File: src/design/cid_defines.svh
// register offsets, field positions, reset values, characters and timing of the caller match
`ifndef CID_DEFINES_SVH
`define CID_DEFINES_SVH

// register byte offsets
`define CID_OFF_CTRL      12'h000
`define CID_OFF_RING      12'h004
`define CID_OFF_LEN       12'h008
`define CID_OFF_STAT      12'h00C
`define CID_OFF_NUM       12'h040
`define CID_OFF_NUM_END   12'h0AC

// field positions
`define CID_CTRL_RETAIN   0
`define CID_RING_DET_LSB  0
`define CID_RING_AUTO_LSB 8
`define CID_STAT_OUT      0
`define CID_STAT_GUARD    1
`define CID_STAT_DONE     2
`define CID_STAT_LAST     3
`define CID_STAT_RCNT_LSB 8
`define CID_STAT_CLEN_LSB 16

// limits and reset values
`define CID_RST_DET       5'h01
`define CID_RING_MIN      5'h01
`define CID_RING_MAX      5'h14
`define CID_CNT_SAT       5'h1F
`define CID_NUM_MAX       5'h1C

// characters
`define CID_CH_PLUS       8'h2B
`define CID_CH_COMMA      8'h2C
`define CID_CH_MINUS      8'h2D
`define CID_CH_STAR       8'h2A
`define CID_CH_ZERO       8'h30
`define CID_CH_NINE       8'h39
`define CID_CH_QUOTE      8'h22
`define CID_CH_CR         8'h0D
`define CID_CH_LF         8'h0A
`define CID_STR_RING      32'h5249_4E47
`define CID_STR_CLIP      64'h2B43_4C49_503A_2022
`define CID_LEN_RING      4'h4
`define CID_LEN_CLIP      4'h8

// timing: guard time in seconds and clock rate in hertz
`define CID_GUARD_S       64'h0000_0000_0000_000F
`define CID_CLK_HZ        64'h0000_0000_05F5_E100
`define CID_GUARD_CYCLES  (`CID_GUARD_S * `CID_CLK_HZ)

`endif

File: src/design/cid_pkg.sv
// types shared by the caller match design
package cid_pkg;
  typedef enum logic [4:0] {
    CID_ST_LINE = 5'b0_0001,
    CID_ST_RING = 5'b0_0010,
    CID_ST_HDR  = 5'b0_0100,
    CID_ST_NUM  = 5'b0_1000,
    CID_ST_SKIP = 5'b1_0000
  } cid_state_type;

  typedef struct packed {
    logic [4:0] auto_cnt;
    logic [4:0] det_cnt;
  } cid_ring_cfg_type;

  typedef struct packed {
    logic       valid;
    logic [7:0] data;
  } cid_rx_type;
endpackage

File: src/design/cid_caller_match_block.sv
// caller match block: modem notification parser, ring guard, number compare, apb registers
// Function
// count modem RING notifications, then take caller number from +CLIP line
// without wildcard, match needs equal length and identical characters
// output goes on only on match while operate input is high
// operate input low holds the output unchanged
// clear input forces the output off
// retention option restores the output state after power loss
// stored number up to 28 characters from plus comma minus star digits
// one ring count setting, limited to 1 through 20
// trailing star matches the prefix plus at least one further character
// lone star matches anyone, plus star matches international numbers
// detection suspended 15 seconds after the last RING
// rings counted as notifications, not audible tones
// block never answers the call
// modem must be set by the host to auto answer for maintenance
// lower auto answer count brings detection forward to that count
// equal counts detect and answer together, lower detect count detects first
// ring counter cleared when the guard time expires
// comparison evaluated once per call at the threshold
`timescale 1ns/1ps
`include "cid_defines.svh"
module cid_caller_match_block
  import cid_pkg::*;
#(
  parameter int unsigned NUM_CHARS    = 32'(`CID_NUM_MAX),
  parameter int unsigned GUARD_CYCLES = 32'(`CID_GUARD_CYCLES)
) (
  // clock and reset
  input  wire logic        clk,
  input  wire logic        rst,
  // apb slave
  input  wire logic        psel,
  input  wire logic        penable,
  input  wire logic        pwrite,
  input  wire logic [11:0] paddr,
  input  wire logic [31:0] pwdata,
  output logic [31:0]      prdata,
  output logic             pready,
  output logic             pslverr,
  // modem byte stream
  input  wire cid_rx_type  modem_rx,
  // block inputs
  input  wire logic        op_enable,
  input  wire logic        clear_in,
  // retention store
  input  wire logic        restore,
  input  wire logic        saved_state,
  output logic             save_state,
  // block output
  output logic             match_out
);
  ////////////////////////////////////////////////////////////////////////////
  // state
  logic             retain_reg,  retain_next;
  cid_ring_cfg_type cfg_reg,     cfg_next;
  logic [4:0]       len_reg,     len_next;
  logic [31:0]      prdata_reg,  prdata_next;
  logic             pready_reg,  pready_next;
  logic             pslverr_reg, pslverr_next;
  logic [7:0]       num_mem   [NUM_CHARS];
  logic [7:0]       caller_mem[NUM_CHARS];
  cid_state_type    st_reg,      st_next;
  logic [3:0]       pidx_reg,    pidx_next;
  logic [4:0]       clen_reg,    clen_next;
  logic [31:0]      guard_reg,   guard_next;
  logic [4:0]       rcnt_reg,    rcnt_next;
  logic             done_reg,    done_next;
  logic             last_reg,    last_next;
  logic             out_reg,     out_next;
  logic             save_reg,    save_next;
  // decode and strobes
  logic             hit, num_sel, num_we, cwe;
  logic [4:0]       num_idx;
  logic [11:0]      num_off;
  logic [31:0]      rdata;
  logic             ring_evt, clip_evt, eval, expire, match, wild, len_ok;
  logic [4:0]       thr, prefix;
  logic [NUM_CHARS-1:0] cell_ok;
  logic [7:0]       ch;
  // notification texts held as constants, since a literal cannot be part-selected
  localparam logic [31:0] RING_TXT = `CID_STR_RING;
  localparam logic [63:0] CLIP_TXT = `CID_STR_CLIP;

  // allowed characters of the stored number
  function automatic logic valid_char(input logic [7:0] c);
    valid_char = (c == `CID_CH_PLUS) || (c == `CID_CH_COMMA) || (c == `CID_CH_MINUS) ||
                 (c == `CID_CH_STAR) || ((c >= `CID_CH_ZERO) && (c <= `CID_CH_NINE));
  endfunction

  ////////////////////////////////////////////////////////////////////////////
  // apb address decode and read mux
  always_comb begin
    hit     = 1'b1;
    num_sel = 1'b0;
    num_off = paddr - `CID_OFF_NUM;
    num_idx = num_off[6:2];
    rdata   = 32'h0000_0000;
    if (paddr == `CID_OFF_CTRL) begin
      rdata[`CID_CTRL_RETAIN] = retain_reg;
    end else if (paddr == `CID_OFF_RING) begin
      rdata[`CID_RING_DET_LSB +: 5]  = cfg_reg.det_cnt;
      rdata[`CID_RING_AUTO_LSB +: 5] = cfg_reg.auto_cnt;
    end else if (paddr == `CID_OFF_LEN) begin
      rdata[4:0] = len_reg;
    end else if (paddr == `CID_OFF_STAT) begin
      rdata[`CID_STAT_OUT]            = out_reg;
      rdata[`CID_STAT_GUARD]          = (guard_reg != 32'h0000_0000);
      rdata[`CID_STAT_DONE]           = done_reg;
      rdata[`CID_STAT_LAST]           = last_reg;
      rdata[`CID_STAT_RCNT_LSB +: 5]  = rcnt_reg;
      rdata[`CID_STAT_CLEN_LSB +: 5]  = clen_reg;
    end else if ((paddr >= `CID_OFF_NUM) && (paddr <= `CID_OFF_NUM_END) &&
                 (paddr[1:0] == 2'b00)) begin
      num_sel    = 1'b1;
      rdata[7:0] = num_mem[num_idx];
    end else begin
      hit = 1'b0;
    end
  end

  // apb answer one cycle into the access phase; writes land on the pready edge
  always_comb begin
    retain_next  = retain_reg;
    cfg_next     = cfg_reg;
    len_next     = len_reg;
    prdata_next  = prdata_reg;
    pready_next  = 1'b0;
    pslverr_next = 1'b0;
    num_we       = 1'b0;
    if (psel && penable && !pready_reg) begin
      pready_next  = 1'b1;
      pslverr_next = !hit;
      if (!pwrite) begin
        prdata_next = hit ? rdata : 32'h0000_0000;
      end
    end
    if (psel && penable && pready_reg && pwrite && hit) begin
      if (paddr == `CID_OFF_CTRL) begin
        retain_next = pwdata[`CID_CTRL_RETAIN];
      end else if (paddr == `CID_OFF_RING) begin
        // an out of range detect count clamps into 1..20; the auto answer count is taken as written
        cfg_next.det_cnt  = pwdata[`CID_RING_DET_LSB +: 5];
        if (pwdata[`CID_RING_DET_LSB +: 5] < `CID_RING_MIN) begin
          cfg_next.det_cnt = `CID_RING_MIN;
        end else if (pwdata[`CID_RING_DET_LSB +: 5] > `CID_RING_MAX) begin
          cfg_next.det_cnt = `CID_RING_MAX;
        end
        cfg_next.auto_cnt = pwdata[`CID_RING_AUTO_LSB +: 5];
      end else if (paddr == `CID_OFF_LEN) begin
        if ((pwdata[31:5] == 27'h000_0000) && (pwdata[4:0] <= 5'(NUM_CHARS))) begin
          len_next = pwdata[4:0];
        end
      end else if (num_sel) begin
        num_we = valid_char(pwdata[7:0]) && (pwdata[31:8] == 24'h00_0000);
      end
    end
  end

  // apb and configuration registers
  always_ff @(posedge clk) begin
    if (rst) begin
      retain_reg  <= 1'b0;
      cfg_reg     <= '{auto_cnt: 5'h00, det_cnt: `CID_RST_DET};
      len_reg     <= 5'h00;
      prdata_reg  <= 32'h0000_0000;
      pready_reg  <= 1'b0;
      pslverr_reg <= 1'b0;
      for (int i = 0; i < NUM_CHARS; i++) begin
        num_mem[i] <= 8'h00;
      end
    end else begin
      retain_reg  <= retain_next;
      cfg_reg     <= cfg_next;
      len_reg     <= len_next;
      prdata_reg  <= prdata_next;
      pready_reg  <= pready_next;
      pslverr_reg <= pslverr_next;
      if (num_we) begin
        num_mem[num_idx] <= pwdata[7:0];
      end
    end
  end

  ////////////////////////////////////////////////////////////////////////////
  // notification parser: RING lines and the quoted number of +CLIP lines
  always_comb begin
    st_next   = st_reg;
    pidx_next = pidx_reg;
    clen_next = clen_reg;
    ring_evt  = 1'b0;
    clip_evt  = 1'b0;
    cwe       = 1'b0;
    ch        = modem_rx.data;
    if (modem_rx.valid) begin
      case (st_reg)
        CID_ST_LINE: begin
          pidx_next = 4'h1;
          if (ch == RING_TXT[31:24]) begin
            st_next = CID_ST_RING;
          end else if (ch == CLIP_TXT[63:56]) begin
            st_next = CID_ST_HDR;
          end else if ((ch != `CID_CH_CR) && (ch != `CID_CH_LF)) begin
            st_next = CID_ST_SKIP;
          end
        end
        CID_ST_RING: begin
          if (ch != RING_TXT[8 * (`CID_LEN_RING - 4'h1 - pidx_reg) +: 8]) begin
            st_next = CID_ST_SKIP;
          end else if (pidx_reg == `CID_LEN_RING - 4'h1) begin
            ring_evt = 1'b1;
            st_next  = CID_ST_SKIP;
          end else begin
            pidx_next = pidx_reg + 4'h1;
          end
        end
        CID_ST_HDR: begin
          if (ch != CLIP_TXT[8 * (`CID_LEN_CLIP - 4'h1 - pidx_reg) +: 8]) begin
            st_next = CID_ST_SKIP;
          end else if (pidx_reg == `CID_LEN_CLIP - 4'h1) begin
            clen_next = 5'h00;
            st_next   = CID_ST_NUM;
          end else begin
            pidx_next = pidx_reg + 4'h1;
          end
        end
        CID_ST_NUM: begin
          // characters past the store only count, so long callers never equal
          if (ch == `CID_CH_QUOTE) begin
            clip_evt = 1'b1;
            st_next  = CID_ST_SKIP;
          end else if ((ch == `CID_CH_CR) || (ch == `CID_CH_LF)) begin
            st_next = CID_ST_LINE;
          end else begin
            cwe = (clen_reg < 5'(NUM_CHARS));
            if (clen_reg != `CID_CNT_SAT) begin
              clen_next = clen_reg + 5'h01;
            end
          end
        end
        CID_ST_SKIP: begin
          if (ch == `CID_CH_LF) begin
            st_next = CID_ST_LINE;
          end
        end
        default: begin
          st_next = CID_ST_SKIP;
        end
      endcase
    end
  end

  ////////////////////////////////////////////////////////////////////////////
  // comparison of the caller with the stored number
  always_comb begin
    wild   = (len_reg != 5'h00) && (num_mem[5'(len_reg - 5'h01)] == `CID_CH_STAR);
    prefix = wild ? 5'(len_reg - 5'h01) : len_reg;
    len_ok = wild ? (clen_reg >= len_reg) : (clen_reg == len_reg);
    match  = (len_reg != 5'h00) && len_ok && (&cell_ok);
  end

  // one compare cell per stored position
  for (genvar g = 0; g < NUM_CHARS; g++) begin : g_cell
    cid_char_cmp #(
      .POS (5'(g))
    ) u_cmp (
      .stored_char (num_mem[g]),
      .caller_char (caller_mem[g]),
      .prefix_len  (prefix),
      .ok          (cell_ok[g])
    );
  end

  ////////////////////////////////////////////////////////////////////////////
  // ring count, guard time, single evaluation and the output bit
  always_comb begin
    // an earlier modem answer pulls detection forward; the block itself never answers
    thr = ((cfg_reg.auto_cnt != 5'h00) && (cfg_reg.auto_cnt < cfg_reg.det_cnt)) ?
          cfg_reg.auto_cnt : cfg_reg.det_cnt;
    expire     = (guard_reg == 32'h0000_0001);
    guard_next = guard_reg;
    rcnt_next  = rcnt_reg;
    if (ring_evt) begin
      guard_next = GUARD_CYCLES;
      if (rcnt_reg != `CID_CNT_SAT) begin
        rcnt_next = rcnt_reg + 5'h01;
      end
    end else if (guard_reg != 32'h0000_0000) begin
      guard_next = guard_reg - 32'h0000_0001;
      if (expire) begin
        rcnt_next = 5'h00;
      end
    end
    eval      = clip_evt && !done_reg && (rcnt_reg >= thr);
    done_next = eval ? 1'b1 : (expire ? 1'b0 : done_reg);
    last_next = eval ? match : last_reg;
    out_next  = out_reg;
    if (clear_in) begin
      out_next = 1'b0;
    end else if (restore) begin
      out_next = retain_reg && saved_state;
    end else if (eval && op_enable && match) begin
      out_next = 1'b1;
    end
    // with clear and restore low, operate low leaves out_next at out_reg
    save_next = retain_reg && out_reg;
  end

  // parser, call and output registers
  always_ff @(posedge clk) begin
    if (rst) begin
      st_reg    <= CID_ST_LINE;
      pidx_reg  <= 4'h0;
      clen_reg  <= 5'h00;
      guard_reg <= 32'h0000_0000;
      rcnt_reg  <= 5'h00;
      done_reg  <= 1'b0;
      last_reg  <= 1'b0;
      out_reg   <= 1'b0;
      save_reg  <= 1'b0;
      for (int i = 0; i < NUM_CHARS; i++) begin
        caller_mem[i] <= 8'h00;
      end
    end else begin
      st_reg    <= st_next;
      pidx_reg  <= pidx_next;
      clen_reg  <= clen_next;
      guard_reg <= guard_next;
      rcnt_reg  <= rcnt_next;
      done_reg  <= done_next;
      last_reg  <= last_next;
      out_reg   <= out_next;
      save_reg  <= save_next;
      if (cwe) begin
        caller_mem[clen_reg] <= ch;
      end
    end
  end

  // outputs straight from flops
  assign prdata     = prdata_reg;
  assign pready     = pready_reg;
  assign pslverr    = pslverr_reg;
  assign save_state = save_reg;
  assign match_out  = out_reg;
endmodule

File: src/design/cid_char_cmp.sv
// one position of the stored versus caller number comparison
`timescale 1ns/1ps
module cid_char_cmp #(
  parameter logic [4:0] POS = 5'h00
) (
  // characters
  input  wire logic [7:0] stored_char,
  input  wire logic [7:0] caller_char,
  // compare window
  input  wire logic [4:0] prefix_len,
  output logic            ok
);
  // positions past the prefix are free
  assign ok = (POS >= prefix_len) || (stored_char == caller_char);
endmodule

File: config.mk
export PLATFORM = sky130hd
export DESIGN_NAME = cid_caller_match_block
export DESIGN_NICKNAME = d
export VERILOG_FILES = /design/src/design/cid_pkg.sv /design/src/design/cid_caller_match_block.sv /design/src/design/cid_char_cmp.sv
export VERILOG_INCLUDE_DIRS = /design/src /design/src/design
export SDC_FILE = /design/constraint.sdc
export NUM_CORES = 1
export LEC_CHECK = 0
export ABC_AREA = 1
export BUFFER_PORTS_ARGS = -buffer_cell sky130_fd_sc_hd__clkbuf_2
export CORE_ASPECT_RATIO = 0.7
export CORE_MARGIN = 4
export CORE_UTILIZATION = 25
export CTS_CLUSTER_SIZE = 8
export DETAILED_ROUTE_END_ITERATION = 8
export PLACE_DENSITY = 0.5
export SLEW_MARGIN = 20
export SYNTH_ARGS = -nofsm -noshare
export SYNTH_HDL_FRONTEND = slang
export SYNTH_SLANG_ARGS = --single-unit
File: constraint.sdc
create_clock -name clk -period 3.6 [get_ports clk]
set_clock_uncertainty 0.1 [all_clocks]
set_input_delay 0.36 -clock clk [delete_from_list [all_inputs] [get_ports clk]]
set_output_delay 0.36 -clock clk [all_outputs]
set_load 0.03 [all_outputs]
# After elaboration in Yosys (flattened, before gate mapping)

Memories as Yosys holds them, arrays and structs flattened.
Index checks and enable logic that the tools add are counted.

Register bits after elaboration: 105
Word-level logic and storage cells: 319
ROM bits: 0
RAM bits: 448
Memories kept: 2
Output and inout bits: 36
Bits in latches: 0
Input port bits: 62

Reduce and logical (&&, ||, !) cells: 84
Equal/unequal tests: 70
Div/mod/pow operators: 0
Multiply operators: 0
Add/subtract/negate cells: 8
Shift-type cells: 2
Magnitude comparators: 39
Bitwise operators: 4
Multiplexer cells: 93

Memory list:

| memory     | depth | width | rd ports | clocked after memory_dff | write ports | line                         | source |
|---|---|---|---|---|---|---|---|
| caller_mem | 28    | 8     | 28       | 0                        | 28          | cid_caller_match_block.sv:62 | `logic [7:0] caller_mem[NUM_CHARS];` |
| num_mem    | 28    | 8     | 30       | 0                        | 28          | cid_caller_match_block.sv:61 | `logic [7:0] num_mem [NUM_CHARS];` |

Operators by type and width:

| cell                     | number |
|---|---|
| $eq 8x8->1               | 28 |
| $mux 5                   | 33 |
| $shiftx 64x33->8 const A | 1 |
| $mux 31                  | 2 |
| $ge 5x5->1 const A       | 12 |
| $eq 8x6->1 const B       | 7 |
| $mux 1                   | 42 |
| $ge 4x5->1 const A       | 8 |
| $logic_or 1x1->1         | 33 |
| $shiftx 32x33->8 const A | 1 |
| $eq 32x1->1 const B      | 1 |
| $mux 8                   | 4 |
| $reduce_bool 32->1       | 1 |
| $sub 32x1->32 const B    | 1 |
| $reduce_and 28->1        | 1 |
| $logic_not 27->1         | 1 |
| $pmux 5 s5               | 1 |
| $eq 12x4->1 const B      | 2 |
| $logic_not 24->1         | 1 |
| $mux 4                   | 6 |
| $logic_and 1x1->1        | 21 |
| $mux 21                  | 1 |
| $ge 3x5->1 const A       | 4 |
| $ne 2x2->1 const B       | 9 |
| 53 further kinds         | 79 |

# Logic depth before layout (Yosys ltp)

Depth in word-level cells: 18
Depth in mapped cells: 30
Gate-level depth less buffers: 26

# Modules after synthesis

From an unflattened synthesis, not the netlist that was laid out.

Cell total of the unflattened synthesis: 3627
Area, all modules: 30392.9 um2

By module, submodules not included:

| module                              | area an instance (um2) | cells each | instances | sequential area each (um2) |
|---|---|---|---|---|
| cid_caller_match_block              | 26011.2                | 2611       | 1         | 16235.6 |
| cid_char_cmp (g_cell[24].u_cmp ...) | 162.7                  | 39         | 4         | 0.0 |
| cid_char_cmp (g_cell[0].u_cmp ...)  | 152.6                  | 35         | 4         | 0.0 |
| cid_char_cmp (g_cell[12].u_cmp ...) | 155.1                  | 35         | 3         | 0.0 |
| cid_char_cmp (g_cell[13].u_cmp ...) | 148.9                  | 33         | 3         | 0.0 |
| cid_char_cmp (g_cell[11].u_cmp ...) | 157.7                  | 37         | 2         | 0.0 |
| cid_char_cmp (g_cell[27].u_cmp ...) | 156.4                  | 37         | 2         | 0.0 |
| cid_char_cmp (g_cell[10].u_cmp)     | 166.4                  | 39         | 1         | 0.0 |
| cid_char_cmp (g_cell[20].u_cmp)     | 165.2                  | 38         | 1         | 0.0 |
| cid_char_cmp (g_cell[8].u_cmp)      | 165.2                  | 39         | 1         | 0.0 |
| cid_char_cmp (g_cell[22].u_cmp)     | 163.9                  | 38         | 1         | 0.0 |
| cid_char_cmp (g_cell[1].u_cmp)      | 161.4                  | 39         | 1         | 0.0 |
| cid_char_cmp (g_cell[25].u_cmp)     | 160.2                  | 37         | 1         | 0.0 |
| cid_char_cmp (g_cell[14].u_cmp)     | 153.9                  | 35         | 1         | 0.0 |
| 3 more rows                         | --                     | --         | --        | -- |

# Worst setup path before layout

OpenSTA, ideal clock, no wires.

Kind: reg2reg
Start point: register len_reg[0]
End point: register out_reg (netlist: match_out)
Data arrival time: 2.954 ns
Path buffers: 6
Path slack: 0.480 ns
Data required time: 3.434 ns
Period minus slack after synthesis: 3.120 ns
Stages on the path, launching flop included: 30
Library setup time: 0.066 ns
Path through: dfxtp_1 -> buf_6 -> inv_6 -> buf_8 -> buf_6 -> ha_1 -> buf_4 -> buf_4 -> nand3_1 -> nand3_1 -> nand2_1 -> inv_1 -> nand3_1 -> nand2_1 -> nand2_1 -> nand3_2 -> buf_6 -> nand3_1 -> nand2_1 -> nand2_2 -> nand2_2 -> nand2_1 -> nand2_1 -> nand2_1 -> nand2_1 -> nor2_1 -> nand3_1 -> nor2_2 -> nand3_1 -> a21oi_2

Longest elaborated chain between the ends: 11
Elaborated cells on any way between the ends: 70
Classes of those cells: 1 x add/sub; 29 x order compare; 2 x eq/ne; 2 x mux; 35 x reduce/logical; 1 x memory

Ends and longest elaborated chain:

| what                                 | line                                                         | source |
|---|---|---|
| start, declared                      | cid_caller_match_block.sv:57                                 | `logic [4:0] len_reg, len_next;` |
| start signal, assigned               | cid_caller_match_block.sv:175                                | `len_reg <= len_next;` |
| $sub 5x1->5                          | cid_caller_match_block.sv:256, cid_caller_match_block.sv:257 |  |
| $mem_v2 28x8                         | --                                                           |  |
| $eq 8x6->1 (no source line)          | --                                                           |  |
| $logic_and 1x1->1                    | cid_caller_match_block.sv:256                                | `` wild = (len_reg != 5'h00) && (num_mem[5'(len_reg - 5'h01)] == `CID_CH_STAR); `` |
| $mux 5                               | cid_caller_match_block.sv:257                                | `prefix = wild ? 5'(len_reg - 5'h01) : len_reg;` |
| $ge 1x5->1 (tied with other cells)   | cid_char_cmp.sv:14                                           | `assign ok = (POS >= prefix_len) \|\| (stored_char == caller_char);` |
| $logic_or 1x1->1                     | cid_char_cmp.sv:14                                           |  |
| $reduce_and 28->1                    | cid_caller_match_block.sv:259                                | `match = (len_reg != 5'h00) && len_ok && (&cell_ok);` |
| $logic_and 1x1->1 *                  | cid_caller_match_block.sv:259                                |  |
| $logic_and 1x1->1 *                  | cid_caller_match_block.sv:302                                | `end else if (eval && op_enable && match) begin` |
| $reduce_bool 2->1 (no source line) * | --                                                           |  |
| end signal, assigned                 | cid_caller_match_block.sv:332                                | `out_reg <= out_next;` |
| end, declared                        | cid_caller_match_block.sv:70                                 | `logic out_reg, out_next;` |

Every way passes the cells marked *; elsewhere a longest branch is shown, timed or not.
A chain may end at the register's enable or synchronous reset.

# Worst setup path in the final report

Same ends and word-level chain as after synthesis.

==> results by group <==
Routing
  – Via count: approximately 23000
  – Pre-antenna DRT Iters: 5
  – Routed Wire Length: 104 mm
  – DRC: 0
  – Starting DRT DRC Count: 3027
  – Wire length per cell: 21.1 µm
  – Routed Antenna Nets: 0
  – Vias per inst: 4.79

Layout
  – Multi-input gate area in the final layout: 11300 µm²
  – Number of flip-flops in the largest register: approximately 260
  – Final Cell Area: roughly 35000 µm²
  – # fillers: about 12000
  – Storage cell area: approximately 16000 µm²
  – Area Growth Syn to Fin: 22.1%
  – Post-route insts no fill: 4905
  – Final net count: 3447
  – Layout cells sized above 1: 14.3%

Logic synthesis
  – Flops & latches, synth: roughly 570
  – Async set-reset flop share out of synthesis: 0%
  – Mapped Area: 28600 µm²
  – Area contributors post-synth: edfxtp_1 50%, nor2_1 8.3%, dfxtp_1 6.4%
  – EDFF count, synth: 480
  – Yosys top cell by area: edfxtp_1
  – Syn Area/Cell: 9.49 µm²
  – Primary FF master, synth: edfxtp_1
  – Synth unique cells: 64
  – Mapped Cells: 3009
  – Synth top area share: between 50% and 60%
  – Register area share after synthesis: 56.8%
  – Yosys warns: 0

Global route
  – Vias in the first global route: 21900
  – Grt ovf: 0
  – Largest net degree at the start of global routing: 79
  – First-pass GRT wire length: 151 mm
  – Initial antenna violation count: 4
  – GR Util All Layers: 17.0%

Floorplanning
  – Die H: 291 µm
  – Initial Utilization: 25.3%
  – Ports: 98
  – Core box area: 113000 µm²
  – Die area: 120000 µm²
  – FP Rows: 103
  – Width of the die: 412 µm

Clocking
  – Clock-pin slew on the worst setup and hold paths: 60 ps
  – Sink Count: 571
  – CTS tree: yes
  – Clk Latency, worst-skew pair: 640 ps
  – Root Driver: clkbuf_16
  – H-tree depth: 3
  – Clock Path Buffers: 3
  – Total CTS buffers: 81

Timing
  – Worst rel slew slack: 29.2%
  – Fmax: 0.288 GHz
  – Slew Viols, Final: 0
  – Hold Slack: about 53 ps
  – Final Hold Viols: 0
  – Period utilisation layout: 96.6%
  – Crit path time final: 3480 ps
  – Final setup fails: 0
  – Worst Tran Pin Value: 1060 ps

Place
  – Cells after DPL: 4767
  – Post-DP HPWL: about 72 mm
  – Buffers on Ports: 83
  – RD Place Congestion: 0.914
  – Cell Area, Placed: 32200 µm²

Worst hold path
  – Worst Hold Class: in -> reg

Critical path
  – Worst Path Required: 4070 ps
  – Largest delay share family, worst path: simple AND/OR/NAND/NOR gates
  – Critical path peak fanout: 13
  – Critical path type: reg -> reg
  – Arrival time at the worst endpoint: a little under 4000 ps
  – CP peak stage delay: 390 ps
  – CP max-delay cell: dfxtp_2
  – Worst path most repeated cell: nand2_1
  – Setup crit start kind: register
  – Flop-to-flop setup slack: 120 ps
  – Crit path buffers/inverters: 4
  – Crit. End Element: register

Pwr
  – Leak: 0.0137 µW
  – PwrDens: just under 500 nW/µm²
  – Total Power: 16900 µW
  – Maximum vdd ir drop: 0.279 mV

Job
  – Max cap viols: 0

Outcome
  – Status: finished clean
[cells by family after synthesis]
kind of cell,synth area share (%)
buffers and inverters,5.50
other,0.0131
AND/OR/NAND/NOR,21.7
flip-flops,56.8
adder cells (fa/ha/maj),1.14
XOR/XNOR,6.93
AO/OA/AOI/OAI,7.84
[final cells by class]
type | instances | area share, %
clock inverter | 4 | 0.183
timing repair buffer | 279 | 6.35
sequential | 571 | 46.6
multi-input combinational | 2158 | 32.4
inverter | 268 | 2.92
tap | 1522 | 5.46
clock buffer | 101 | 6.09
antenna | 2 | 0.0144
[metal layers]
layer	track usage, %	up-vias	share of wire (%)
met5	0	-	0
met4	3.93	0	1.8
met3	3.58	124	10
met2	22.6	1073	39
met1	27.3	11400	49
li1	-	10900	-
[layout by cell type, fill, tap and decap left out, types with 76 or more instances in the layout]
cell and n:
dfxtp_1 89, xor2_1 78, nand2_1 409, nor2_1 633
a21oi_1 76, o22ai_1 128, clkbuf_2 83, xnor2_1 146
o21ai_0 119, conb_1 102, inv_1 207, nand4_1 78
buf_4 155, clkbuf_16 83, edfxtp_1 480, nand3_1 110
[worst paths after layout]
kind	startpoint	to	depth (start not counted)
min	op_enable	match_out	4
max reg2reg	len_reg[0]	match_out	25
max	len_reg[0]	match_out	25
min reg2reg	prdata[19]	prdata[19]	2
[Yosys cell counts (3+ instances only)]
cell and n:
nand2_2 10, nor2_2 12, nor3b_1 9, or4_1 7, clkbuf_1 72, nand2_1 419
or2_2 13, nand3b_1 22, o22ai_1 128, nand3_1 112, nand3_2 4, o2111ai_1 4
nor3_4 3, o211ai_1 3, xor2_1 78, buf_4 19, ha_1 26, o221ai_1 4
o21a_1 4, nand2_4 3, clkinv_1 3, a21oi_1 77, o21ai_0 120, a31oi_1 9
dfxtp_1 91, nand4_1 78, edfxtp_1 480, nor2_1 634, nor3_1 41, buf_2 6
inv_1 220, nor4_1 35, nand4_2 3, a211oi_1 12, buf_6 5, buf_1 12
xnor2_1 146, o21ai_1 5, inv_2 44, o31ai_1 3
[power by group]
part / internal [µW] / switching, µW
Combinational: 684 / 1370
Clock: 4140 / 2840
Sequential: 7530 / 322
Total: 12400 / 4530
[per-stage QoR]
| stage | utilization, % | setup slack, ps | TNS, ps |
|---|---|---|---|
| after CTS | 30.7 | 8.49 | 0 |
| after global placement | 28.5 | -340 | -657 |
| after floorplan | - | 480 | 0 |
| after detailed placement | 28.5 | -315 | -582 |
| final | 30.9 | 123 | 0 |
| after global routing | 30.9 | -4.80 | -4.80 |
[timing repair]
item | CTS | global route
setup buffers | 6 | 4
hold buffers | 18 | 0
pin swaps | 2 | 6
endpoints found under the hold margin | 38 | 0
endpoints found under the setup margin | 2 | 2
cloned | 0 | 3
gates resized for setup | 19 | 25
[worst reg2reg max path, stage by stage (launching register included)]
cell	delay (ps)
dfxtp_2	390
inv_8	90
ha_4	330
inv_2	80
buf_12	160
o21ai_0	110
nand2_1	120
nand2_1	100
nand3_1	140
nand2_1	90
nand2_1	50
nand2_1	90
nand3_4	120
nand2_4	110
nand2_1	70
nand2_2	120
nand3_4	140
inv_1	140
nand2_1	70
nand2_1	50
nand2_1	50
nor2_1	180
nand3_2	130
nor2_4	150
nand3_1	100
a21oi_2	130
No activity file was read; power rests on OpenSTA's default activity.
